### config.mk
export PLATFORM = sky130hd
export DESIGN_NAME = sdram_host_ctrl
export DESIGN_NICKNAME = d
export VERILOG_FILES = /design/src/common/sdram_host_pkg.sv /design/src/sdram_bank_track.sv /design/src/sdram_host_ctrl.sv
export SDC_FILE = /design/constraint.sdc
export NUM_CORES = 1
export LEC_CHECK = 0
export ABC_AREA = 1
export BUFFER_PORTS_ARGS = -buffer_cell sky130_fd_sc_hd__buf_2
export CORE_MARGIN = 2
export CORE_UTILIZATION = 59
export CTS_CLUSTER_SIZE = 20
export DETAILED_ROUTE_END_ITERATION = 6
export PLACE_DENSITY = 0.82
export SLEW_MARGIN = 15
export SYNTH_ARGS = -nofsm -noshare
export SYNTH_HDL_FRONTEND = slang
export SYNTH_SLANG_ARGS = --single-unit
export TNS_END_PERCENT = 5
### constraint.sdc
create_clock -name CLOCK_I -period 2.9 [get_ports CLOCK_I]
set_input_delay 0.29 -clock CLOCK_I [delete_from_list [all_inputs] [get_ports CLOCK_I]]
set_output_delay 0.29 -clock CLOCK_I [all_outputs]
set_load 0.01 [all_outputs]
### src/common/sdram_host_pkg.sv
package sdram_host_pkg;

    localparam int CLK_MHZ = 40;
    localparam int NUM_BANKS = 2;
    localparam int ADDR_W = 12;
    localparam int BANK_BIT = 11;
    localparam int AP_BIT = 10;
    localparam int COL_W = 8;
    localparam int ROW_W = 11;

    // timing figures, in ns; burst length in clock cycles
    localparam int T_RCD_NS = 20;
    localparam int T_RP_NS = 20;
    localparam int T_RAS_NS = 45;
    localparam int T_DAL_NS = 30;
    localparam int T_MCD_NS = 50;
    localparam int BURST_CYC = 1;

    localparam int RCD_RAW = (T_RCD_NS * CLK_MHZ + 999) / 1000;
    localparam int RP_RAW = (T_RP_NS * CLK_MHZ + 999) / 1000;
    localparam int RAS_RAW = (T_RAS_NS * CLK_MHZ + 999) / 1000;
    localparam int DAL_RAW = (T_DAL_NS * CLK_MHZ + 999) / 1000;
    localparam int MCD_RAW = (T_MCD_NS * CLK_MHZ + 999) / 1000;
    localparam int RCD_CYC = (RCD_RAW < 1) ? 1 : RCD_RAW;
    localparam int RP_CYC = (RP_RAW < 1) ? 1 : RP_RAW;
    localparam int RAS_CYC = (RAS_RAW < 1) ? 1 : RAS_RAW;
    localparam int DAL_CYC = BURST_CYC + ((DAL_RAW < 1) ? 1 : DAL_RAW);
    localparam int MCD_CYC = (MCD_RAW < 1) ? 1 : MCD_RAW;
    localparam int RDAP_CYC = BURST_CYC + RP_CYC;

    // {cs_n, ras_n, cas_n, we_n}
    localparam logic [3:0] CMD_DESELECT = 4'hF;
    localparam logic [3:0] CMD_NOP = 4'h7;
    localparam logic [3:0] CMD_STOP = 4'h6;
    localparam logic [3:0] CMD_READ = 4'h5;
    localparam logic [3:0] CMD_WRITE = 4'h4;
    localparam logic [3:0] CMD_ACT = 4'h3;
    localparam logic [3:0] CMD_PRE = 4'h2;
    localparam logic [3:0] CMD_REF = 4'h1;
    localparam logic [3:0] CMD_MODE = 4'h0;

    localparam logic [3:0] CMD_RST = CMD_DESELECT;
    localparam logic [11:0] ADDR_RST = 12'h000;
    localparam logic CKE_RST = 1'b1;

    typedef enum logic [3:0] {
        OP_ACT,
        OP_READ,
        OP_WRITE,
        OP_PRE,
        OP_PRECHARGE_ALL_CMD,
        OP_REF,
        OP_MODE,
        OP_STOP,
        OP_PDOWN,
        OP_SREF,
        OP_WAKE
    } host_op_t;

endpackage

### src/sdram_bank_track.sv
`timescale 1ns/100ps
module sdram_bank_track
    import sdram_host_pkg::*;
#(
    parameter int CW = 8
) (
    input wire logic clk_i,
    input wire logic rst_n_i,
    input wire logic act_i,
    input wire logic rd_i,
    input wire logic wr_i,
    input wire logic auto_i,
    input wire logic pre_i,
    output logic idle_o,
    output logic open_o,
    output logic pre_ok_o
);

    typedef enum logic [2:0] {
        B_IDLE,
        B_OPENING,
        B_OPEN,
        B_WRAP,
        B_CLOSING
    } bank_state_t;

    localparam int RCD = RCD_CYC;
    localparam int DAL = DAL_CYC;
    localparam int RP = RP_CYC;
    localparam int RAS = RAS_CYC;
    localparam int DAL_M1 = DAL - 1;

    bank_state_t state_ff;
    logic [CW-1:0] cnt_ff;
    logic [CW-1:0] ras_ff;
    logic [CW-1:0] age_ff;

    // per-bank state with delay counter loaded on entry
    always_ff @(posedge clk_i or negedge rst_n_i) begin // see RL20
        if (!rst_n_i) begin
            state_ff <= B_IDLE;
            cnt_ff <= '0;
        end else begin
            case (state_ff)
                B_IDLE: begin
                    if (act_i) begin
                        state_ff <= B_OPENING; // see RL19
                        cnt_ff <= CW'(RCD_CYC);
                    end
                end
                B_OPENING, B_WRAP, B_CLOSING: begin
                    if (cnt_ff <= CW'(1)) begin
                        state_ff <= (state_ff == B_OPENING) ? B_OPEN : B_IDLE;
                    end else begin
                        cnt_ff <= cnt_ff - CW'(1);
                    end
                end
                B_OPEN: begin
                    if (wr_i && auto_i) begin
                        state_ff <= B_WRAP; // see RL3
                        cnt_ff <= CW'(DAL_CYC);
                    end else if (rd_i && auto_i) begin
                        state_ff <= B_CLOSING; // see RL16
                        cnt_ff <= CW'(RDAP_CYC);
                    end else if (pre_i) begin
                        state_ff <= B_CLOSING;
                        cnt_ff <= CW'(RP_CYC);
                    end
                end
                default: begin
                    state_ff <= B_IDLE;
                    cnt_ff <= '0;
                end
            endcase
        end
    end

    // row-active time since activate
    always_ff @(posedge clk_i or negedge rst_n_i) begin // see RL17
        if (!rst_n_i) begin
            ras_ff <= '0;
        end else if (act_i) begin
            ras_ff <= CW'(RAS_CYC);
        end else if (ras_ff != '0) begin
            ras_ff <= ras_ff - CW'(1);
        end
    end

    // assertion helper: cycles since last activate
    always_ff @(posedge clk_i or negedge rst_n_i) begin
        if (!rst_n_i) begin
            age_ff <= '1;
        end else if (act_i) begin
            age_ff <= '0;
        end else if (age_ff != '1) begin
            age_ff <= age_ff + CW'(1);
        end
    end

    assign idle_o = (state_ff == B_IDLE);
    assign open_o = (state_ff == B_OPEN);
    assign pre_ok_o = open_o && (ras_ff == '0);
endmodule

### src/sdram_host_ctrl.sv
`timescale 1ns/100ps
// Overview of operation
// RL1: drive all pins from flops on rising edge
// RL2: encode commands on cs ras cas we
// RL3: auto-precharge write recovery returns bank idle
// RL4: no commands to bank in write recovery
// RL5: after refresh only quiet commands, wait precharge
// RL6: after mode set only quiet commands, wait
// RL7: refresh and mode set need both banks idle
// RL8: mode set drives full address as opcode
// RL9: refresh drives no meaningful address
// RL10: self refresh: only clock enable matters
// RL11: activate only an idle bank
// RL12: read or write only an active bank
// RL13: burst stop only when full page
// RL14: clock enable low, banks idle: power down
// RL15: clock enable low with refresh: self refresh
// RL16: auto-precharge burst closes bank itself
// RL17: precharge only after row-active time
// RL18: column commands: address bits 8,9 unused
// RL19: read or write waits for activate delay
// RL20: per-bank counters track every bank delay; refresh, mode set and wake waits use gcnt_ff
module sdram_host_ctrl
    import sdram_host_pkg::*;
#(
    parameter int NB = NUM_BANKS,
    parameter int CW = 8
) (
    input wire logic CLOCK_I,
    input wire logic RST_N_I,
    input wire logic REQ_VALID_I,
    input wire host_op_t REQ_OP_I,
    input wire logic REQ_BANK_I,
    input wire logic [ADDR_W-1:0] REQ_ADDR_I,
    input wire logic REQ_AUTO_PRE_I,
    input wire logic FULL_PAGE_I,
    output logic REQ_READY_O,
    output logic [NB-1:0] BANK_IDLE_O,
    output logic [NB-1:0] BANK_OPEN_O,
    output logic SD_CKE_O,
    output logic SD_CS_N_O,
    output logic SD_RAS_N_O,
    output logic SD_CAS_N_O,
    output logic SD_WE_N_O,
    output logic [ADDR_W-1:0] SD_ADDR_O
);

    typedef enum logic [2:0] {
        G_RUN,
        G_BUSY,
        G_PDOWN,
        G_SREF,
        G_WAKE
    } glob_state_t;

    localparam int RP = RP_CYC;
    localparam int MCD = MCD_CYC;

    glob_state_t g_ff;
    logic [CW-1:0] gcnt_ff;
    logic [3:0] cmd_ff;
    logic [3:0] nxt_cmd;
    logic [ADDR_W-1:0] addr_ff;
    logic [ADDR_W-1:0] nxt_addr;
    logic cke_ff;
    logic nxt_cke;
    logic [NB-1:0] idle_vec;
    logic [NB-1:0] open_vec;
    logic [NB-1:0] pre_ok_vec;
    logic [NB-1:0] prev_idle_ff;
    logic [NB-1:0] prev_open_ff;
    logic accept;
    logic run;
    logic all_idle;
    logic all_closable;

    assign run = (g_ff == G_RUN); // see RL10
    assign all_idle = &idle_vec;
    assign all_closable = &(idle_vec | pre_ok_vec);

    always_comb begin
        REQ_READY_O = 1'b0;
        case (REQ_OP_I)
            OP_ACT: REQ_READY_O = run && idle_vec[REQ_BANK_I]; // see RL11
            OP_READ, OP_WRITE: begin
                REQ_READY_O = run && open_vec[REQ_BANK_I]; // see RL12, RL4
            end
            OP_PRE: begin
                REQ_READY_O = run && (pre_ok_vec[REQ_BANK_I] ||
                    idle_vec[REQ_BANK_I]); // see RL17, RL4
            end
            OP_PRECHARGE_ALL_CMD: REQ_READY_O = run && all_closable; // see RL17
            OP_REF, OP_MODE, OP_PDOWN, OP_SREF: begin
                REQ_READY_O = run && all_idle; // see RL7, RL14, RL15
            end
            OP_STOP: REQ_READY_O = run && FULL_PAGE_I && |open_vec; // see RL13
            OP_WAKE: REQ_READY_O = (g_ff == G_PDOWN) || (g_ff == G_SREF);
            default: REQ_READY_O = 1'b0;
        endcase
    end

    assign accept = REQ_VALID_I && REQ_READY_O;

    genvar b;
    generate
        for (b = 0; b < NB; b++) begin : g_bank
            logic hit;
            assign hit = accept && (REQ_BANK_I == 1'(b));
            sdram_bank_track #(
                .CW(CW)
            ) u_bank (
                .clk_i(CLOCK_I),
                .rst_n_i(RST_N_I),
                .act_i(hit && (REQ_OP_I == OP_ACT)),
                .rd_i(hit && (REQ_OP_I == OP_READ)),
                .wr_i(hit && (REQ_OP_I == OP_WRITE)),
                .auto_i(REQ_AUTO_PRE_I),
                .pre_i((hit && (REQ_OP_I == OP_PRE)) ||
                    (accept && (REQ_OP_I == OP_PRECHARGE_ALL_CMD))),
                .idle_o(idle_vec[b]),
                .open_o(open_vec[b]),
                .pre_ok_o(pre_ok_vec[b])
            );
        end
    endgenerate

    // command and address for the next edge
    always_comb begin
        nxt_cmd = CMD_NOP;
        nxt_addr = ADDR_RST;
        nxt_cke = cke_ff;
        if (accept) begin
            case (REQ_OP_I)
                OP_ACT: begin
                    nxt_cmd = CMD_ACT;
                    nxt_addr = {REQ_BANK_I, REQ_ADDR_I[ROW_W-1:0]};
                end
                OP_READ, OP_WRITE: begin
                    nxt_cmd = (REQ_OP_I == OP_READ) ? CMD_READ : CMD_WRITE;
                    nxt_addr = {REQ_BANK_I, REQ_AUTO_PRE_I, 2'h0,
                        REQ_ADDR_I[COL_W-1:0]}; // see RL18
                end
                OP_PRE: begin
                    nxt_cmd = CMD_PRE;
                    nxt_addr[BANK_BIT] = REQ_BANK_I;
                end
                OP_PRECHARGE_ALL_CMD: begin
                    nxt_cmd = CMD_PRE;
                    nxt_addr[AP_BIT] = 1'b1;
                end
                OP_REF: nxt_cmd = CMD_REF; // see RL9
                OP_MODE: begin
                    nxt_cmd = CMD_MODE;
                    nxt_addr = REQ_ADDR_I; // see RL8
                end
                OP_STOP: nxt_cmd = CMD_STOP;
                OP_PDOWN: nxt_cke = 1'b0; // see RL14
                OP_SREF: begin
                    nxt_cmd = CMD_REF; // see RL15
                    nxt_cke = 1'b0;
                end
                OP_WAKE: nxt_cke = 1'b1;
                default: nxt_cmd = CMD_NOP;
            endcase
        end
    end

    // pins registered, change on rising edge or on reset
    always_ff @(posedge CLOCK_I or negedge RST_N_I) begin // see RL1, RL2
        if (!RST_N_I) begin
            cmd_ff <= CMD_RST;
            addr_ff <= ADDR_RST;
            cke_ff <= CKE_RST;
        end else begin
            cmd_ff <= nxt_cmd;
            addr_ff <= nxt_addr;
            cke_ff <= nxt_cke;
        end
    end

    // refresh, mode set and low-power sequencing
    always_ff @(posedge CLOCK_I or negedge RST_N_I) begin
        if (!RST_N_I) begin
            g_ff <= G_RUN;
            gcnt_ff <= '0;
        end else begin
            case (g_ff)
                G_RUN: begin
                    if (accept && REQ_OP_I == OP_REF) begin
                        g_ff <= G_BUSY; // see RL5
                        gcnt_ff <= CW'(RP_CYC);
                    end else if (accept && REQ_OP_I == OP_MODE) begin
                        g_ff <= G_BUSY; // see RL6
                        gcnt_ff <= CW'(MCD_CYC);
                    end else if (accept && REQ_OP_I == OP_PDOWN) begin
                        g_ff <= G_PDOWN;
                    end else if (accept && REQ_OP_I == OP_SREF) begin
                        g_ff <= G_SREF;
                    end
                end
                G_BUSY, G_WAKE: begin
                    if (gcnt_ff <= CW'(1)) begin
                        g_ff <= G_RUN;
                    end else begin
                        gcnt_ff <= gcnt_ff - CW'(1);
                    end
                end
                G_PDOWN: begin
                    if (accept) begin
                        g_ff <= G_RUN;
                    end
                end
                G_SREF: begin
                    if (accept) begin
                        g_ff <= G_WAKE;
                        gcnt_ff <= CW'(RP_CYC);
                    end
                end
                default: begin
                    g_ff <= G_RUN;
                    gcnt_ff <= '0;
                end
            endcase
        end
    end

    // assertion helpers: bank state one cycle back
    always_ff @(posedge CLOCK_I or negedge RST_N_I) begin
        if (!RST_N_I) begin
            prev_idle_ff <= '1;
            prev_open_ff <= '0;
        end else begin
            prev_idle_ff <= idle_vec;
            prev_open_ff <= open_vec;
        end
    end

    assign BANK_IDLE_O = idle_vec;
    assign BANK_OPEN_O = open_vec;
    assign SD_CKE_O = cke_ff;
    assign {SD_CS_N_O, SD_RAS_N_O, SD_CAS_N_O, SD_WE_N_O} = cmd_ff;
    assign SD_ADDR_O = addr_ff;

    logic quiet_cmd;
    logic col_cmd;
    assign quiet_cmd = (cmd_ff == CMD_DESELECT) || (cmd_ff == CMD_NOP) ||
        (cmd_ff == CMD_STOP);
    assign col_cmd = (cmd_ff == CMD_READ) || (cmd_ff == CMD_WRITE);
endmodule

### Yosys cells after proc, flatten, opt, wreduce, memory -nomap -nowiden

Cells that the tools add are included.

| storage, ports and cells | value |
|---|---|
| output and inout bits | 22 |
| bits in registers | 66 |
| word-level logic and storage cells | 181 |
| bits of input ports | 22 |

| cells by class | value |
|---|---|
| order comparisons | 4 |
| add/sub/neg operators | 5 |
| bitwise logic cells | 3 |
| reduce and logical (&&, ||, !) cells | 64 |
| muxes and demuxes | 58 |
| equality and inequality tests | 36 |

Operator list:

| cell | count |
|---|---|
| $mux W8 | 18 |
| $mux W3 | 18 |
| $pmux W8 S3 | 2 |
| $sub A8 B1 Y8 const B | 5 |
| $pmux W8 S4 | 1 |
| $logic_and A1 B1 Y1 | 29 |
| $le A8 B1 Y1 const B | 3 |
| $pmux W10 S2 | 1 |
| $eq A3 B2 Y1 const B | 6 |
| $pmux W3 S3 | 2 |
| $pmux W3 S6 | 1 |
| $eq A4 B3 Y1 const B | 4 |
| $logic_not A8 Y1 | 2 |
| $reduce_bool A8 Y1 | 2 |
| $reduce_or A2 Y1 | 7 |
| $eq A4 B4 Y1 const B | 3 |
| $mux W12 | 1 |
| $ne A2 B2 Y1 const B | 6 |
| $pmux W3 S4 | 1 |
| $reduce_and A3 Y1 | 4 |
| $eq A3 B1 Y1 const B | 3 |
| $eq A3 B3 Y1 const B | 3 |
| $logic_not A3 Y1 | 3 |
| $eq A4 B2 Y1 const B | 2 |
| 20 further kinds | 43 |

### Longest topological paths before layout

| logic depth | value |
|---|---|
| depth after elaboration | 15 |
| mapped depth | 18 |
| mapped depth without buffers | 17 |

### Cells and area by module

Synthesis repeated with hierarchy kept, for this count alone.

| second synthesis, totals | value |
|---|---|
| cell total of the unflattened synthesis | 579 |
| area, all modules | 4297.9 um^2 |

Modules (own cells, without submodules):

| module | instances | seq. area each (um^2) | cells an instance | area an instance (um^2) |
|---|---|---|---|---|
| sdram_host_ctrl | 1 | 706.9 | 214 | 1656.6 |
| sdram_bank_track at g_bank[0].u_bank | 1 | 475.5 | 181 | 1321.3 |
| sdram_bank_track at g_bank[1].u_bank | 1 | 475.5 | 184 | 1320.0 |

### Worst setup path before layout

Ideal clock, no wire load.

| timing path | value |
|---|---|
| path kind | flip-flop to flip-flop |
| start | register g_bank[1].u_bank.ras_ff[0] |
| end | register gcnt_ff[6] |
| library setup time | 0.118 ns |
| data required time | 2.782 ns |
| clock period less this slack | 2.075 ns |
| buffers on the path | 1 |
| arrival | 1.957 ns |
| slack | 0.825 ns |
| cell stages (with the launch flop) | 19 |
| cell sequence | dfrtp_1 > inv_1 > ha_1 > nand3_1 > nor2_4 > nand3_1 > nand3_1 > nand2_1 > nand3_1 > nand2_2 > nand2_4 > nand2_4 > inv_4 > nor2_2 > nor2_4 > nand2_4 > buf_6 > nand2_1 > o21ai_2 |

| between the ends | value |
|---|---|
| word-level cells in the longest chain between the ends | 11 |
| elaborated cells on any way between the ends | 18 |
| classes of those cells | 2 x eq/ne; 5 x mux; 1 x bitwise; 10 x reduce/logical |

RTL lines:

| element | line | RTL |
|---|---|---|
| start, declared | sdram_bank_track.sv:35 | `logic [CW-1:0] ras_ff;` |
| start signal, assigned | sdram_bank_track.sv:83 | `ras_ff <= CW'(RAS_CYC);` |
| start signal, assigned | sdram_bank_track.sv:85 | `ras_ff <= ras_ff - CW'(1);` |
| $logic_not A8 Y1 (*) | sdram_bank_track.sv:102 | `assign pre_ok_o = open_o && (ras_ff == '0);` |
| $logic_and A1 B1 Y1 (*) | sdram_bank_track.sv:102 |  |
| $mux W1 (not written as such) (2 in a row) | sdram_host_ctrl.sv:89 | `REQ_READY_O = run && (pre_ok_vec[REQ_BANK_I] \|\|` |
| $logic_or A1 B1 Y1 | sdram_host_ctrl.sv:89 |  |
| $logic_and A1 B1 Y1 | sdram_host_ctrl.sv:89 |  |
| $pmux W1 S7 (*) | sdram_host_ctrl.sv:83 | `case (REQ_OP_I)` |
| $logic_and A1 B1 Y1 (*) | sdram_host_ctrl.sv:102 | `assign accept = REQ_VALID_I && REQ_READY_O;` |
| $logic_and A1 B1 Y1 (on tied branches) | sdram_host_ctrl.sv:189, sdram_host_ctrl.sv:192 |  |
| $ne A3 B1 Y1 (no line) or $mux W8 (tied branches) | -- |  |
| $reduce_and A4 Y1 (no line) or $pmux W8 S4 (tied branches) | -- |  |
| end signal, assigned | sdram_host_ctrl.sv:191 | `gcnt_ff <= CW'(RP_CYC);` |
| end signal, assigned | sdram_host_ctrl.sv:194 | `gcnt_ff <= CW'(MCD_CYC);` |
| end signal, assigned | sdram_host_ctrl.sv:205 | `gcnt_ff <= gcnt_ff - CW'(1);` |
| end, declared | sdram_host_ctrl.sv:60 | `logic [CW-1:0] gcnt_ff;` |

Every way passes the cells marked *; elsewhere a longest branch is shown, timed or not. The select of a mux whose other input is x is not followed.
A chain may end at the register's enable or synchronous reset.

### Final worst setup path

| timing path | value |
|---|---|
| start | register g_bank[1].u_bank.ras_ff[0] |
| end | register gcnt_ff[4] |

Same word-level chain as after synthesis.

==> impl_metrics.json <==
{
  "status": "finished, violations left",
  "violations": "hold timing",
  "setup_ws_ps": 436,
  "final_cell_mix": "nand2_1 (145), inv_1 (72), dfrtp_1 (61), nor2_1 (60), buf_2 (43)",
  "crit_arrival_ps": 2700,
  "grt_first_pass_wirelength_um": 15700,
  "routed_wl_um": 9090,
  "grt_pass1_vias": 3563,
  "synthFlopType": "dfrtp_1",
  "die-height_um": 87.9,
  "fin_crit_ps": 2460,
  "p_per_area_nw_per_um2": 1040,
  "grt_overflow": 0,
  "hold_path_class": "in -> async",
  "syn_area_um2": 4150,
  "synth_top_cell_area_share_pct": 36.7,
  "floorplan.initialDensity_pct": 61.1,
  "yosysTopAreaCell": "dfrtp_1",
  "cp-start-kind": "register",
  "cts_root_buf": "clkbuf_8",
  "hold_viol_final": 1,
  "critPathTopFamily": "simple AND/OR/NAND/NOR gates",
  "leakage_nw": 2.48,
  "ys_ff_latch": 66,
  "drc": 0,
  "yosysUniqueCellTypes": 40,
  "slew_headroom_pct": 50.9,
  "dr.pass1.iters": 5,
  "setup.worst_path.end_class": "register",
  "clk_pin_slew_ps": 70,
  "cts_tree": "yes",
  "htree_levels": 3,
  "required_ps": 3130,
  "path_class": "reg -> reg",
  "layout_commonest_cell": "nand2_1",
  "vias": 3704,
  "routedWlPerCell_um": 13.1,
  "netlist_instances": 550,
  "vias_per_cell": 5.32,
  "area_growth_pct": 11.8,
  "cp_slowest_stage_delay_ps": 390,
  "ctsHoldBuffers": 0,
  "tightest_slew_ps": 737,
  "cts_sinks": 66,
  "crit_fanout": 15,
  "hpwl_um": 6800,
  "path_buf_inv": 2,
  "drv_cap": 0,
  "ys_warn_count": 0,
  "syn_nets": 582,
  "utilization_pct": 68.4,
  "cts_buffers": 9,
  "cts_buffer_depth": 2,
  "dieArea_um2": 7730,
  "ir_drop_mv": 0.708,
  "die_w_um": 87.9,
  "finalClockSkew_ps": 8.46,
  "post_cts_resized": 0,
  "rsz0062_at_grt": "false",
  "path_cells": "inv_1 -> ha_1 -> nand3_1 -> nor2_4 -> nand3_1 -> nand3_1 -> nand2_1 -> nand3_1 -> nand2_2 -> nand2_4 -> nand2_4 -> inv_4 -> nor2_2 -> nor2_4 -> nand2_4 -> nand2_1 -> o21ai_2",
  "gp_congestion": 0.940,
  "fill_cells": 582,
  "finalSetupViolCount": 0,
  "grt_max_degree": 36,
  "whs_ps": -0.148,
  "fmax_mhz": 406,
  "crit_top_cell": "nand3_1",
  "fin_nets": 627,
  "core.rowCount": 30,
  "coreArea_um2": 6790,
  "tns_ps": 0,
  "yosys-top-cells-area": "dfrtp_1 (37%), nand2_1 (13%), inv_1 (6.5%)",
  "fin_crit_sh_pct": 85.0,
  "antenna_found_initial": 0,
  "place_ws_ps": 477,
  "antenna_cells": 0,
  "drtIter0Drc": 144,
  "avgSynthCellArea_um2": 7.55,
  "slew_violations": 0,
  "synth_seq_area_share_pct": 39.9,
  "drive_above_1_share_pct": 18.2,
  "port_buffers": 43,
  "grtUsageTotal_pct": 25.8,
  "io_pins": 44,
  "cp_slowest_cell": "dfrtp_1",
  "cts_setup_buffers": 0,
  "clkLatencyLatePin_ps": 350,
  "synth_edf_count": 0,
  "ant_nets": 0,
  "synthArstFlopShare_pct": 100
}
==> state kept, by name (all words and copies together), names as in the netlist <==
register                cells
g_bank.u_bank.ras_ff       16
g_ff                        3
g_bank.u_bank.cnt_ff       16
gcnt_ff                     8
SD_CKE_O                    1
cmd_ff                      4
g_bank.u_bank.state_ff      6
SD_ADDR_O                  12
==> area by class of cell <==
cell class	count	area (um^2)	area share [%]
Inverter	78	295	6.36
Clock inverter	2	35.0	0.754
Multi-Input combinational cell	396	2130	45.8
Clock buffer	14	173	3.72
Tap cell	96	120	2.59
Sequential cell	66	1660	35.7
Timing Repair Buffer	44	235	5.06
==> cell families after synthesis <==
group           share of synthesized area (%)
simple gates                             37.5
buf+inv                                  8.83
flops                                    39.9
compound gates                           7.32
xor+xnor                                 3.37
fa+ha+maj                                3.01
other cells                            0.0903
==> metal layers <==
layer  GRT usage, %  up-vias  routed length [um]
li1               -     1856                   -
met1           31.8     1765                3970
met2           43.3       69                4460
met3           8.77       14                 526
met4           7.13        0                 132
met5              0        -                   0
==> report_power, final <==
part | switching (mW) | internal (mW) | total [mW] | leakage [nW]
registers | 0.257 | 1.24 | 1.49 | 0.843
logic | 1.63 | 0.885 | 2.51 | 1.52
clock network | 0.347 | 0.467 | 0.814 | 0.107
==> synthesized netlist by cell type (all sizes together), types with 3 or more instances <==
library cell	count
dfstp	5
nand3	43
xor2	13
a21oi	12
nor3b	5
nand3b	4
nor3	8
or2	5
dfrtp	61
nor2	72
nor4	3
o211ai	4
inv	78
ha	10
nand4	26
xnor2	3
buf	9
o21ai	30
nand2	152
==> through the flow <==
step	instance area, um^2	power, mW	std cells
after CTS	4650	4.84	696
after detailed placement	4440	3.99	680
after global placement	4440	3.89	680
final	4650	4.82	696
after floorplan	4150	3.52	550
after global routing	4650	5.29	696
==> path summary, 6_finish.rpt <==
kind                                             from                          to  slack [ps]  depth (start not counted)
setup / recovery           g_bank[1].u_bank.ras_ff[0]                  gcnt_ff[4]         440                         17
hold reg to reg                            gcnt_ff[1]                  gcnt_ff[1]         490                          2
max in group asynchronous                     RST_N_I  g_bank[0].u_bank.cnt_ff[6]        2260                          2
hold / removal                                RST_N_I                SD_ADDR_O[5]        -0.1                          1
min in group CLOCK_I                    REQ_ADDR_I[3]                SD_ADDR_O[3]         170                          3
setup reg to reg           g_bank[1].u_bank.ras_ff[0]                  gcnt_ff[4]         440                         17
Note: power is estimated with default switching activity, not from simulation.
